$ cat config.mk
export PLATFORM = sky130hd
export DESIGN_NAME = pbt_device_flat
export DESIGN_NICKNAME = d
export VERILOG_FILES = /design/src/pbt_pkg.sv /design/src/pbt_if.sv /design/src/pbt_pc_cmp.sv /design/src/pbt_device.sv /design/src/flat_wrapper.sv
export VERILOG_INCLUDE_DIRS = /design/src /design/src/src
export SDC_FILE = /design/constraint.sdc
export NUM_CORES = 1
export LEC_CHECK = 0
export BUFFER_PORTS_ARGS = -buffer_cell sky130_fd_sc_hd__buf_2
export CAP_MARGIN = 20
export CORE_UTILIZATION = 50
export DETAILED_ROUTE_END_ITERATION = 6
export PLACE_DENSITY = 0.72
export SLEW_MARGIN = 20
export SYNTH_ARGS = -nofsm -noshare
export SYNTH_HDL_FRONTEND = slang
export SYNTH_HIERARCHICAL = 1
export SYNTH_SLANG_ARGS = --single-unit
$ cat constraint.sdc
create_clock -name i_clk -period 2.33 [get_ports i_clk]
set_input_delay 0.233 -clock i_clk [delete_from_list [all_inputs] [get_ports i_clk]]
set_output_delay 0.233 -clock i_clk [all_outputs]
set_load 0.03 [all_outputs]
$ cat src/pbt_defs.svh
// What this block does
// RL1: bit 7 enables byte D23..16 compare
// RL2: bit 6 enables byte D31..24 compare
// RL3: data invert flips data comparator result
// RL4: address mode bits all zero disable
// RL5: bit 4 matches outside low-high range
// RL6: bit 3 matches inside inclusive range
// RL7: bit 2 matches address equal low bound
// RL8: bit 1 enables the PC breakpoint
// RL9: bit 0 selects inside or outside region
// RL10: valid bit gates unmasked PC comparands
// RL11: mask one bits ignore first comparand bits
// RL12: mask applies to first comparand only
// RL13: host writes mask before using first comparand
// RL14: unmasked comparands compare bits 31..1
// RL15: host clears bit 0 of first comparand
// RL16: host zeroes top address byte
// RL17: writes accepted in supervisor or debug port
// RL18: global enable gates every level-1 trigger
// RL19: bit 14 picks AND or OR combine
// RL20: one-cycle PC match per executed instruction
`ifndef PBT_DEFS_SVH
`define PBT_DEFS_SVH

// register selects on the link write path
`define PBT_SEL_TRIG      4'h0
`define PBT_SEL_PC_MASKED 4'h1
`define PBT_SEL_PC_VALID1 4'h2
`define PBT_SEL_PC_VALID3 4'h4
`define PBT_SEL_PC_MASK   4'h5
`define PBT_SEL_ADDR_LOW  4'h6
`define PBT_SEL_ADDR_HIGH 4'h7
`define PBT_SEL_DATA      4'h8

// trigger definition field positions
`define PBT_TDR_COMB_OP   14
`define PBT_TDR_GLOBAL_EN 13
`define PBT_TDR_LANE_LONG 12
`define PBT_TDR_LANE_LOW  11
`define PBT_TDR_LANE_UP   10
`define PBT_TDR_LANE_B0   9
`define PBT_TDR_DATA_INV  5
`define PBT_TDR_ADDR_OUT  4
`define PBT_TDR_ADDR_IN   3
`define PBT_TDR_ADDR_EQ   2
`define PBT_TDR_PC_EN     1
`define PBT_TDR_PC_INV    0

// comparand layout
`define PBT_VALID_BIT     0
`define PBT_TOP_BYTE_MASK 32'h00ff_ffff
`define PBT_BIT0_MASK     32'hffff_fffe
`define PBT_REG_RST       32'h0000_0000

// transfer size codes
`define PBT_SIZE_BYTE     2'h0
`define PBT_SIZE_WORD     2'h1
`define PBT_SIZE_LONG     2'h2

// host software register offsets and fields
`define PBT_HOFF_DATA     8'h00
`define PBT_HOFF_GO       8'h04
`define PBT_HOFF_STATUS   8'h08
`define PBT_GO_SUPV_BIT   4
`define PBT_ST_BUSY       0
`define PBT_ST_MASK_OK    1
`define PBT_ST_REFUSED    2
`define PBT_ST_TRIG_SEEN  3

`endif

$ cat src/pbt_pkg.sv
package pbt_pkg;

  // host command sequencer states
  typedef enum logic [0:0] {
    PBT_H_IDLE,
    PBT_H_BUSY
  } pbt_hstate_t;

  // whole state of the device end
  typedef struct packed {
    logic [31:0]       trigger_definition;
    logic [31:0]       pc_compare_masked;
    logic [2:0][31:0]  pbr_v;
    logic [31:0]       pc_compare_mask;
    logic [31:0]       addr_low_bound;
    logic [31:0]       addr_high_bound;
    logic [31:0]       data_comparand;
    logic              pc_hit;
    logic              ad_hit;
    logic              trig;
  } pbt_dev_state_t;

  // whole state of the host end
  typedef struct packed {
    pbt_hstate_t       st;
    logic [31:0]       data;
    logic [31:0]       rdata;
    logic              mask_ok;
    logic              refused;
    logic              trig_seen;
    logic [7:0]        trig_cnt;
    logic              wr;
    logic [3:0]        wsel;
    logic [31:0]       wdata;
    logic              wsupv;
    logic [31:0]       pc;
    logic              pc_valid;
    logic [31:0]       addr;
    logic [31:0]       dat;
    logic [1:0]        size;
    logic              xfer_valid;
  } pbt_host_state_t;

endpackage

$ cat src/pbt_if.sv
`timescale 1ns/10ps
`default_nettype none

interface pbt_if;
  // register write path
  logic        wr;
  logic [3:0]  wsel;
  logic [31:0] wdata;
  logic        wsupv;
  // core activity
  logic [31:0] pc;
  logic        pc_valid;
  logic [31:0] addr;
  logic [31:0] dat;
  logic [1:0]  size;
  logic        xfer_valid;
  // trigger results
  logic        trig;
  logic        pc_match;
  logic        ad_match;

  modport dev (
    input  wr, wsel, wdata, wsupv, pc, pc_valid, addr, dat, size, xfer_valid,
    output trig, pc_match, ad_match
  );

  modport host (
    output wr, wsel, wdata, wsupv, pc, pc_valid, addr, dat, size, xfer_valid,
    input  trig, pc_match, ad_match
  );
endinterface // pbt_if

`default_nettype wire

$ cat src/pbt_pc_cmp.sv
`timescale 1ns/10ps
`default_nettype none

module pbt_pc_cmp (
  // comparand setup
  input  wire logic [31:0] i_comparand,
  input  wire logic [31:0] i_mask,
  input  wire logic        i_enable,
  // program counter
  input  wire logic [31:0] i_pc,
  // result
  output logic             o_hit
);
  // masked bits never take part
  assign o_hit = i_enable && (((i_comparand ^ i_pc) & ~i_mask) == 32'h0000_0000); // RL11
endmodule // pbt_pc_cmp

`default_nettype wire

$ cat src/pbt_device.sv
// The address map and the strobed register port are this design's own decisions.
`timescale 1ns/10ps
`default_nettype none
`include "pbt_defs.svh"

module pbt_device
  import pbt_pkg::*;
(
  // clock and reset
  input  wire logic i_clk,
  input  wire logic i_rst_n,
  // link to core and debug host
  pbt_if.dev        link,
  // user side trigger view
  output logic      o_trigger,
  output logic      o_pc_match,
  output logic      o_addr_match
);

  pbt_dev_state_t s;
  pbt_dev_state_t next_s;

  logic [3:0]  pc_hits;
  logic        pc_region;
  logic        pc_now;
  logic [3:0]  byte_eq;
  logic [3:0]  byte_place;
  logic [3:0]  byte_en;
  logic        up_eq;
  logic        low_eq;
  logic        long_eq;
  logic        data_en;
  logic        data_raw;
  logic        data_ok;
  logic        addr_eq;
  logic        addr_in;
  logic        addr_hit;
  logic        addr_en;
  logic        ad_now;
  logic        combined;

  // four PC comparators, the first one masked
  genvar g;
  generate
    for (g = 0; g < 4; g++) begin : g_pc
      if (g == 0) begin : g_masked
        pbt_pc_cmp u_cmp (
          .i_comparand (s.pc_compare_masked),
          .i_mask      (s.pc_compare_mask),                               // RL12
          .i_enable    (1'b1),
          .i_pc        (link.pc),
          .o_hit       (pc_hits[g])
        );
      end else begin : g_valid
        pbt_pc_cmp u_cmp (
          .i_comparand (s.pbr_v[g-1]),
          .i_mask      (32'h0000_0001),                        // RL14
          .i_enable    (s.pbr_v[g-1][`PBT_VALID_BIT]),         // RL10
          .i_pc        (link.pc),
          .o_hit       (pc_hits[g])
        );
      end
    end
  endgenerate

  // pc condition from any comparand
  always_comb begin
    pc_region = |pc_hits;
    pc_now    = link.pc_valid                                  // RL20
                && s.trigger_definition[`PBT_TDR_PC_EN]                       // RL8
                && (pc_region ^ s.trigger_definition[`PBT_TDR_PC_INV]);       // RL9
  end

  // byte lanes, lane 0 is D7..0
  generate
    for (g = 0; g < 4; g++) begin : g_byte
      assign byte_eq[g]    = link.dat[8*g+7 -: 8] == s.data_comparand[8*g+7 -: 8];
      assign byte_place[g] = (link.size == `PBT_SIZE_BYTE)
                             && (link.addr[1:0] == 2'(3 - g));
      assign byte_en[g]    = s.trigger_definition[`PBT_TDR_LANE_B0 - g];      // RL1 RL2
    end
  endgenerate

  // data condition over enabled lanes
  always_comb begin
    up_eq    = link.dat[31:16] == s.data_comparand[31:16];
    low_eq   = link.dat[15:0] == s.data_comparand[15:0];
    long_eq  = link.dat == s.data_comparand;
    data_en  = |s.trigger_definition[`PBT_TDR_LANE_LONG:`PBT_TDR_LANE_B0 - 3];
    data_raw = (|(byte_eq & byte_place & byte_en))
               || (s.trigger_definition[`PBT_TDR_LANE_UP] && up_eq
                   && (link.size == `PBT_SIZE_WORD) && !link.addr[1])
               || (s.trigger_definition[`PBT_TDR_LANE_LOW] && low_eq
                   && (link.size == `PBT_SIZE_WORD) && link.addr[1])
               || (s.trigger_definition[`PBT_TDR_LANE_LONG] && long_eq
                   && (link.size == `PBT_SIZE_LONG));
    // the invert bit flips the result whenever any lane is enabled; with no lane enabled it is true
    if (data_en) begin
      data_ok = data_raw ^ s.trigger_definition[`PBT_TDR_DATA_INV];          // RL3
    end else begin
      data_ok = 1'b1;
    end
  end

  // address condition by mode bits
  always_comb begin
    addr_eq  = link.addr == s.addr_low_bound;
    addr_in  = (link.addr >= s.addr_low_bound) && (link.addr <= s.addr_high_bound);
    addr_hit = (s.trigger_definition[`PBT_TDR_ADDR_EQ] && addr_eq)            // RL7
               || (s.trigger_definition[`PBT_TDR_ADDR_IN] && addr_in)         // RL6
               || (s.trigger_definition[`PBT_TDR_ADDR_OUT] && !addr_in);      // RL5
    addr_en  = |s.trigger_definition[`PBT_TDR_ADDR_OUT:`PBT_TDR_ADDR_EQ];     // RL4
    ad_now   = link.xfer_valid && addr_en && addr_hit && data_ok;
  end

  // level-1 combine of pc and address terms
  always_comb begin
    if (s.trigger_definition[`PBT_TDR_COMB_OP]) begin
      combined = pc_now || ad_now;                             // RL19
    end else begin
      combined = pc_now && ad_now;                             // RL19
    end
  end

  // next state: register writes and match pulses
  always_comb begin
    next_s        = s;
    next_s.pc_hit = pc_now;                                    // RL20
    next_s.ad_hit = ad_now;
    next_s.trig   = s.trigger_definition[`PBT_TDR_GLOBAL_EN] && combined;     // RL18
    // writes from supervisor or debug port only
    if (link.wr && link.wsupv) begin                           // RL17
      case (link.wsel)
        `PBT_SEL_TRIG: begin
          next_s.trigger_definition = link.wdata;
        end
        `PBT_SEL_PC_MASKED: begin
          next_s.pc_compare_masked = link.wdata;
        end
        `PBT_SEL_PC_VALID1: begin
          next_s.pbr_v[0] = link.wdata;
        end
        `PBT_SEL_PC_VALID1 + 4'h1: begin
          next_s.pbr_v[1] = link.wdata;
        end
        `PBT_SEL_PC_VALID3: begin
          next_s.pbr_v[2] = link.wdata;
        end
        `PBT_SEL_PC_MASK: begin
          next_s.pc_compare_mask = link.wdata;
        end
        `PBT_SEL_ADDR_LOW: begin
          next_s.addr_low_bound = link.wdata;
        end
        `PBT_SEL_ADDR_HIGH: begin
          next_s.addr_high_bound = link.wdata;
        end
        `PBT_SEL_DATA: begin
          next_s.data_comparand = link.wdata;
        end
        default: begin
          next_s.data_comparand = s.data_comparand;                                  // unmapped, ignored
        end
      endcase
    end
  end

  // state register
  always_ff @(posedge i_clk or negedge i_rst_n) begin
    if (!i_rst_n) begin
      s.trigger_definition    <= `PBT_REG_RST;
      s.pc_compare_masked   <= `PBT_REG_RST;
      s.pbr_v  <= {3{`PBT_REG_RST}};
      s.pc_compare_mask   <= `PBT_REG_RST;
      s.addr_low_bound   <= `PBT_REG_RST;
      s.addr_high_bound   <= `PBT_REG_RST;
      s.data_comparand    <= `PBT_REG_RST;
      s.pc_hit <= 1'b0;
      s.ad_hit <= 1'b0;
      s.trig   <= 1'b0;
    end else begin
      s <= next_s;
    end
  end

  // outputs straight from flops
  assign link.trig     = s.trig;
  assign link.pc_match = s.pc_hit;
  assign link.ad_match = s.ad_hit;
  assign o_trigger     = s.trig;
  assign o_pc_match    = s.pc_hit;
  assign o_addr_match  = s.ad_hit;

endmodule // pbt_device

`default_nettype wire

$ cat src/flat_wrapper.sv
// flat-port wrapper written by rule: the top's interface ports become plain ports
module pbt_device_flat import pbt_pkg::*;
  (i_clk, i_rst_n, o_trigger, o_pc_match, o_addr_match, link_wr, link_wsel, link_wdata, link_wsupv, link_pc, link_pc_valid, link_addr, link_dat, link_size, link_xfer_valid, link_trig, link_pc_match, link_ad_match);
  pbt_if link_i ();
  input  wire logic i_clk;
  input  wire logic i_rst_n;
  output logic o_trigger;
  output logic o_pc_match;
  output logic o_addr_match;
  input wire logic [$bits(link_i.wr)-1:0] link_wr;
  input wire logic [$bits(link_i.wsel)-1:0] link_wsel;
  input wire logic [$bits(link_i.wdata)-1:0] link_wdata;
  input wire logic [$bits(link_i.wsupv)-1:0] link_wsupv;
  input wire logic [$bits(link_i.pc)-1:0] link_pc;
  input wire logic [$bits(link_i.pc_valid)-1:0] link_pc_valid;
  input wire logic [$bits(link_i.addr)-1:0] link_addr;
  input wire logic [$bits(link_i.dat)-1:0] link_dat;
  input wire logic [$bits(link_i.size)-1:0] link_size;
  input wire logic [$bits(link_i.xfer_valid)-1:0] link_xfer_valid;
  output wire logic [$bits(link_i.trig)-1:0] link_trig;
  output wire logic [$bits(link_i.pc_match)-1:0] link_pc_match;
  output wire logic [$bits(link_i.ad_match)-1:0] link_ad_match;
  assign link_i.wr = link_wr;
  assign link_i.wsel = link_wsel;
  assign link_i.wdata = link_wdata;
  assign link_i.wsupv = link_wsupv;
  assign link_i.pc = link_pc;
  assign link_i.pc_valid = link_pc_valid;
  assign link_i.addr = link_addr;
  assign link_i.dat = link_dat;
  assign link_i.size = link_size;
  assign link_i.xfer_valid = link_xfer_valid;
  assign link_trig = link_i.trig;
  assign link_pc_match = link_i.pc_match;
  assign link_ad_match = link_i.ad_match;
  pbt_device u_core (.i_clk(i_clk), .i_rst_n(i_rst_n), .link(link_i), .o_trigger(o_trigger), .o_pc_match(o_pc_match), .o_addr_match(o_addr_match));
endmodule
* Word level (Yosys, flattened, before mapping) *
Cells that the tools add are included.
Widths: inputs -> output; s select.

operators by class
  $lt $le $gt $ge = 2
  eq/ne operators = 21
  muxes and demuxes = 2
  bitwise logic cells = 10
  reduce and logical (&&, ||, !) cells = 55

operator list
  cell                number
  $logic_not 32->1    4
  $xor 32x32->32      4
  $eq 32x32->1        2
  $and 32x32->32      1
  $eq 16x16->1        2
  $eq 8x8->1          4
  $ge 32x32->1        1
  $le 32x32->1        1
  $not 32->32         1
  $logic_and 1x1->1   27
  $reduce_and 2->1    9
  $eq 4x3->1 const B  4
  $and 4x4->4         2
  $eq 4x2->1 const B  2
  $reduce_or 4->1     2
  $reduce_or 7->1     1
  $eq 2x2->1 const B  3
  $logic_or 1x1->1    6
  $eq 2x1->1 const B  2
  $eq 4x1->1 const B  1
  $eq 4x4->1 const B  1
  $logic_not 2->1     2
  $logic_not 4->1     1
  $reduce_or 3->1     1
  other kinds (3)     6

storage, ports and cells
  register bits = 274
  logic and storage cells = 102

* Depth between registers and ports, before layout *
Gate-level depths: netlist of run 1.

  word-level depth = 14
  gate-level depth with buffers = 11
  gate-level depth less buffers = 11

* By module *
Netlist of run 1, hierarchy kept.

modules (own cells, without submodules)
  module      instances  cells each  area each (um2)
  pbt_device  1          975         12196.7
  pbt_pc_cmp  4          58          435.4

* Least setup slack after synthesis of run 1 *
No wires, ideal clock.

  path kind = register to register
  start = reg u_core/s[65] (netlist bit)
  end = reg u_core/link.trig (netlist name)
  data arrival time = 2.433 ns
  data required time = 2.265 ns
  path slack = -0.168 ns
  stages on the path, launching flop included = 12
  buffers on the path = 0
  period minus slack after synthesis = 2.498 ns
  path through = dfrtp_1 inv_1 ha_1 nand4_1 or3_4 nor3_2 nand3_1 nor3b_1 a211oi_2 mux2_1 o31ai_1 a31o_1

RTL lines
  what                      line               text
  start: declaration        pbt_device.sv:20   pbt_dev_state_t s;
  start signal: assignment  pbt_device.sv:182  s <= next_s;

==> results of run 1 <==
## area by class of cell
type / instances / area (µm²)
diodes: 3 / 7.51
fillers: 2157 / 9750
inverters: 64 / 240
flip-flops and latches: 274 / 6860
clock inverters: 12 / 166
clock buffers: 42 / 897
well taps: 372 / 465
repair buffers: 243 / 1600
multi-input cells: 916 / 7190
## logic make-up after synthesis
family | share of synthesized area, %
adder cells (fa/ha/maj) | 5.75
flip-flops | 49.2
XOR/XNOR | 10.2
buffers and inverters | 3.11
multiplexers | 17.0
AO/OA/AOI/OAI | 7.98
other | 0.0539
AND/OR/NAND/NOR | 6.78
## placed cells by master (no fill, tap or decap), types with 5 or more instances in the layout
cell type      count
clkbuf_8           8
xnor2_1          130
clkinv_2           6
o22ai_1           57
ha_1              59
dlygate4sd3_1      8
inv_1             61
nor2_1            33
mux2_1           161
nor4_2             5
nor4_1            11
o21ai_1           34
dfrtp_1          274
nand4_1           20
xor2_1            32
nand2_1           83
buf_4             81
buf_12             9
o21ai_0           39
conb_1            97
mux2_2            48
buf_2            144
clkbuf_16         31
nand3_1           13
a21oi_1           25
nor3_2             5
ha_4               5
## tightest hold or removal path: cells and delay by family
kind	cells	cell delay, ps
AND/OR/NAND/NOR	1	70
buffers and inverters	1	160
AO/OA/AOI/OAI	1	60
## where the power goes
part | leakage (nW) | internal (mW) | total [mW] | switching, mW
logic | 4.30 | 1.73 | 3.40 | 1.67
clock network | 0.527 | 3.11 | 5.03 | 1.92
registers | 3.41 | 5.73 | 6.29 | 0.562
## state kept, by name (all words and copies together), names as in the netlist
| register | flops |
|---|---|
| u_core/byte_en | 4 |
| u_core/link.pc_match | 1 |
| u_core/s | 267 |
| u_core/link.ad_match | 1 |
| u_core/link.trig | 1 |
## through the flow
| stage | util, % | worst slack, ps | setup TNS, ps | hold slack [ps] |
|---|---|---|---|---|
| 2_1_floorplan | - | 11.5 | 0 | -62.6 |
| 3_3_place_gp | 59.4 | -467 | -865 | 196 |
| 3_5_place_dp | 59.4 | -470 | -830 | 199 |
| 4_1_cts | 63.8 | -303 | -501 | 1.90 |
| 5_1_grt | 64.1 | -493 | -872 | 9.10 |
| 6_report | 64.1 | -407 | -692 | 14.2 |
## worst max path at each step
stage / start / to / slack [ps] / cells after the start
after floorplan: u_core/s[89]$_DFFE_PN0P_ / u_core/link.trig$_DFF_PN0_ / 10 / 11
after global placement: u_core/s[66]$_DFFE_PN0P_ / u_core/link.trig$_DFF_PN0_ / -470 / 11
after detailed placement: u_core/s[66]$_DFFE_PN0P_ / u_core/link.trig$_DFF_PN0_ / -470 / 11
after CTS: u_core/s[64]$_DFFE_PN0P_ / u_core/link.trig$_DFF_PN0_ / -300 / 11
after global routing: u_core/s[63]$_DFFE_PN0P_ / u_core/link.trig$_DFF_PN0_ / -490 / 11
final: u_core/s[48]$_DFFE_PN0P_ / u_core/link.trig$_DFF_PN0_ / -410 / 11
## per-layer routing
layer | routed length, µm | global-route usage [%] | share of wire, %
met3 | 1830 | 4.12 | 5.0
met5 | 30 | 0 | 0.082
met4 | 776 | 7.35 | 2.1
met2 | 17600 | 44.5 | 48
met1 | 16200 | 35.3 | 45
## repair_timing
action,4_1_cts,5_1_grt
endpoints found under the setup margin,2,3
resized for setup,8,13
buffers inserted,1,0
endpoints found under the hold margin,63,0
pin swaps,0,6
hold buffers,8,0
==> results.py, run 1 <==
metrics = {
    "status": {
        "outcome": "complete, but fails checks",
        "failed_checks": "setup timing",
    },
    "yosys": {
        "synthArstFlopShare_pct": 100,
        "synth_ff_type": "dfrtp_1",
        "synth_cell_types": 48,
        "synth_area_leaders": "dfrtp_1 (49%), mux2_1 (13%), xnor2_1 (8.2%)",
        "seq_area_frac_synth_pct": 49.2,
        "synth-seq-cells": 274,
        "yosysWarnings": 6,
        "synth.cell_area_um2": 13900,
        "ys_top_cells_by_count": "dfrtp_1 (274), mux2_1 (162), xnor2_1 (130), nand2_1 (83)",
        "synth_top_area_share_pct": 49.2,
        "synth_edf_count": 0,
        "synthMostInstantiatedCell": "dfrtp_1",
        "syn_area_per_cell_um2": 11.5,
        "yosysTopAreaCell": "dfrtp_1",
        "syn_inst": 1207,
    },
    "critical_path": {
        "critPathArrivalTime_ps": 3230,
        "crit_buf_inv": 1,
        "crit_slowest_cell": "o41ai_2",
        "timing.rr.end": "u_core/link.trig$_DFF_PN0_",
        "r2r-start": "u_core/s[48]$_DFFE_PN0P_",
        "path_class": "register to register",
        "cp.required_ps": 2820,
        "crit_family": "compound AO/OA/AOI/OAI gates",
        "r2r.worst_path.cells": 11,
        "critPathMaxStageDelay_ps": 390,
        "reg2reg_slack_ps": -410,
        "cp_max_fo": 3,
        "cp-start-kind": "register",
        "path_cells": "inv_2 -> ha_1 -> nand4_1 -> nor3_2 -> a21boi_1 -> o41ai_2 -> o211ai_1 -> a211oi_4 -> mux2_4 -> o31ai_4 -> a31o_1",
        "crit_path_end_kind": "register",
    },
    "die": {
        "core_um2": 27200,
        "pin_count": 146,
        "start_util_pct": 51.3,
        "die_x_um": 169,
        "die-area_um2": 28500,
        "fp.dieH_um": 169,
        "rows": 60,
    },
    "sta": {
        "fin_skew_ps": 25.5,
        "slew_violations": 0,
        "setup_ws_ps": -407,
        "setup_violations": 2,
        "worst_pin_slew_ps": 714,
        "hold_viol": 0,
        "rsz0062_at_grt": "yes",
        "clock.fmax_mhz": 365,
        "min_period_ps": 2740,
        "period_share_pct": 117,
        "max_slew_margin_pct": 52.3,
    },
    "drt": {
        "drt-total-wl_um": 36500,
        "dr_total_vias": 10100,
        "drc": 0,
        "initialDrtViolationCount": 535,
        "routedWlPerCell_um": 18.9,
        "vias_per_cell": 5.26,
        "ant_nets": 0,
        "first_pass_iters": 6,
    },
    "clock_network": {
        "clock_latency_ps": 560,
        "tritoncts": "built",
        "clk_pin_slew_ps": 60,
        "htree_levels": 1,
        "root_buffer": "clkbuf_16",
        "cts_made_buffers": 30,
        "clock-sinks": 274,
        "max-clock-path-buffers": 3,
    },
    "cells_and_area": {
        "drive_gt1_share_pct": 23.9,
        "area_delta_synth_final_pct": 25.0,
        "fin_cells": 1926,
        "nets": 1733,
        "design_area_um2": 17400,
    },
    "placement": {
        "place.gp.congestion": 0.923,
        "port_buffers": 145,
        "hpwl_um": 26200,
        "place_area_um2": 16100,
        "dp.cells": 1860,
    },
    "power": {
        "p_total_mw": 14.7,
        "ir_drop_mv": 0.606,
        "power.leakage_nw": 8.24,
        "power_density_nw_per_um2": 845,
    },
    "worst_hold_path": {
        "hold_end": "u_core/s[85]$_DFFE_PN0P_",
        "hold_depth": 3,
        "hp-class": "input pin to register",
        "min-delay-start": "link_wdata[18]",
    },
    "global_routing": {
        "overflow": 0,
        "antenna_found_initial": 6,
        "grt_usage_pct": 26.4,
        "grt_max_degree": 59,
        "grt_pass1_vias": 10600,
        "grt_first_pass_wirelength_um": 58100,
    },
    "job": {
        "max_cap_viol_count": 0,
    },
}
No activity file was read; power rests on OpenSTA's default activity.
==> run 2, diff against run 1 <==
Settings changed: ABC_AREA set to 1, CORE_UTILIZATION 50 to 41, PLACE_DENSITY 0.72 to not set, SLEW_MARGIN 20 to not set.
==> run 2 against run 1 <==
Compared with the run above:
- die area up 33%
- synthesized cell count up 75%
- non-clock buffer count down 83
- highest routed layer unchanged
- clock skew down 11 ps
- the flow now finishes without violations
- final area up 3.7%
- final cell count up 48%
- critical endpoint unchanged
==> results.py, run 2 <==
metrics = {
    "status": {
        "outcome": "completed",
    },
    "cells_and_area": {
        "final_cell_mix": "nand2_1 (664), inv_1 (383), o21ai_0 (319)",
        "final_util_pct": 49.3,
        "nets": 2556,
        "largest_register": "u_core/s",
        "filler_cell_count": 3686,
        "final_common_cell": "nand2_1",
        "drive_gt1_share_pct": 10.1,
        "multi_input_area_um2": 7120,
        "register_area_um2": 6860,
        "fin_cells": 2845,
        "largest_reg_flops": 267,
        "area_delta_synth_final_pct": 18.4,
    },
    "drt": {
        "vias_per_cell": 4.63,
        "dr_total_vias": 13200,
        "first_pass_iters": 5,
        "drc": 0,
        "drt-total-wl_um": 39800,
        "initialDrtViolationCount": 700,
        "routedWlPerCell_um": 14.0,
        "ant_nets": 0,
    },
    "sta": {
        "worst_pin_slew_ps": 705,
        "max_slew_margin_pct": 53.0,
        "period_share_pct": 89.7,
        "slew_violations": 0,
        "rsz0062_at_grt": "no",
        "fin_skew_ps": 14.2,
        "hold_viol": 0,
        "clock.fmax_mhz": 478,
        "tns_ps": 0,
        "min_period_ps": 2090,
        "setup_violations": 0,
    },
    "placement": {
        "hpwl_um": 29200,
        "place.gp.congestion": 0.849,
        "dp.cells": 2785,
        "port_buffers": 145,
    },
    "clock_network": {
        "max-clock-path-buffers": 3,
        "clock_latency_ps": 560,
        "ctsHoldBuffers": 2,
        "post_cts_buffers": 0,
        "root_buffer": "clkbuf_16",
        "cts_made_buffers": 31,
        "cts-resized-gates": 0,
        "clock-sinks": 274,
        "htree_levels": 1,
        "tritoncts": "built",
        "clk_pin_slew_ps": 60,
    },
    "die": {
        "start_util_pct": 41.7,
        "die_x_um": 195,
        "rows": 70,
        "pin_count": 146,
        "die-area_um2": 38000,
        "fp.dieH_um": 195,
        "core_um2": 36600,
    },
    "critical_path": {
        "crit_path_end_kind": "register",
        "critPathArrivalTime_ps": 2530,
        "cp_max_fo": 3,
        "path_class": "register to register",
        "crit_buf_inv": 2,
        "cp.required_ps": 2770,
        "crit_family": "simple AND/OR/NAND/NOR gates",
        "cp.depth": 14,
        "crit_slowest_cell": "dfrtp_1",
        "cp-start-kind": "register",
        "critPathMaxStageDelay_ps": 390,
        "path_cells": "nand2_1 -> nand3_1 -> nand2_1 -> inv_1 -> nand2_1 -> nor2_1 -> nand3_1 -> nor2_1 -> nor4_1 -> buf_4 -> xor2_1 -> nor2_1 -> o21ai_0 -> a21oi_2",
        "r2r.worst_path.cells": 14,
    },
    "yosys": {
        "synth_top_family_by_area": "simple AND/OR/NAND/NOR gates",
        "synthMostInstantiatedCell": "nand2_1",
        "yosysTopAreaCell": "dfrtp_1",
        "seq_area_frac_synth_pct": 44.9,
        "synth-seq-cells": 274,
        "syn_inst": 2118,
        "synthMuxAreaShare_pct": 0,
        "syn_area_per_cell_um2": 7.21,
        "synth.cell_area_um2": 15300,
        "synthAdderAreaFrac_pct": 5.25,
        "synth_compound_area_share_pct": 12.6,
        "synth-xor-area-share_pct": 1.78,
        "synth-simple-area-share_pct": 24.5,
        "ys_top_cells_by_count": "nand2_1 (668), inv_1 (383), o21ai_0 (319), dfrtp_1 (274), nor2_1 (138)",
        "synth_edf_count": 0,
        "synthArstFlopShare_pct": 100,
        "synth_ff_type": "dfrtp_1",
        "synth_cell_types": 27,
        "synth_area_leaders": "dfrtp_1 (45%), nand2_1 (16%), o21ai_0 (10%)",
        "synth_top_area_share_pct": 44.9,
        "yosysWarnings": 6,
    },
    "global_routing": {
        "overflow": 0,
        "grt_usage_pct": 21.6,
        "antenna_found_initial": 5,
        "grt_max_degree": 92,
        "grt_pass1_vias": 12500,
        "grt_first_pass_wirelength_um": 65500,
    },
    "power": {
        "ir_drop_mv": 0.648,
        "p_total_mw": 14.3,
        "power.leakage_nw": 9.57,
        "power_density_nw_per_um2": 792,
    },
    "job": {
        "max_cap_viol_count": 0,
    },
    "worst_hold_path": {
        "hold_depth": 4,
        "hp-class": "input pin to register",
    },
}
## run 2: final timing paths
path,from,to,slack [ps]
min,link_xfer_valid,u_core/link.ad_match$_DFF_PN0_,50
min reg2reg,u_core/s[100]$_DFFE_PN0P_,u_core/s[100]$_DFFE_PN0P_,480
max,u_core/s[167]$_DFFE_PN0P_,u_core/link.trig$_DFF_PN0_,240
max in group asynchronous,i_rst_n,u_core/s[136]$_DFFE_PN0P_,1320
min in group asynchronous,i_rst_n,u_core/s[60]$_DFFE_PN0P_,160
max reg2reg,u_core/s[167]$_DFFE_PN0P_,u_core/link.trig$_DFF_PN0_,240
## run 2: kinds of logic after synthesis
group,count (synthesis)
AOI/OAI and AO/OA,380
xor gates and xnor gates,31
adders and majority gates,64
buffers and inverters,441
DFF,274
other,2
and+or+nand+nor,926
## run 2: power by group
group	internal, mW	switching (mW)	leakage, nW	total (mW)
registers	5.64	0.611	3.56	6.25
clock network	3.20	2.00	0.538	5.20
logic	1.18	1.68	5.48	2.87
total	10.0	4.29	9.57	14.3
## run 2: tightest hold or removal path, stage by stage
cell     delay, ps
buf_2          110
o31a_1         100
nand3_2         80
inv_1           40
## run 2: layout make-up
class	instances	area share, %
multi-input cells	1498	39.4
flip-flops and latches	274	38.0
inverters	387	8.04
repair buffers	160	5.21
clock buffers	40	4.87
well taps	468	3.24
clock inverters	16	1.22
diodes	2	0.0277
## run 2: layer usage
metal	track usage, %	routed length (µm)
met3	2.79	1640
met2	37.2	18800
met4	4.26	624
met5	0	39
met1	29.2	18800
## run 2: through the flow
stage / hold WS [ps] / area [µm²] / setup WS [ps]
after floorplan: -62.6 / 15600 / 638
after global placement: 170 / 16900 / 214
after detailed placement: 167 / 16900 / 155
after CTS: 27.9 / 18100 / 210
after global routing: 52.0 / 18100 / 21.1
final: 49.8 / 18100 / 240
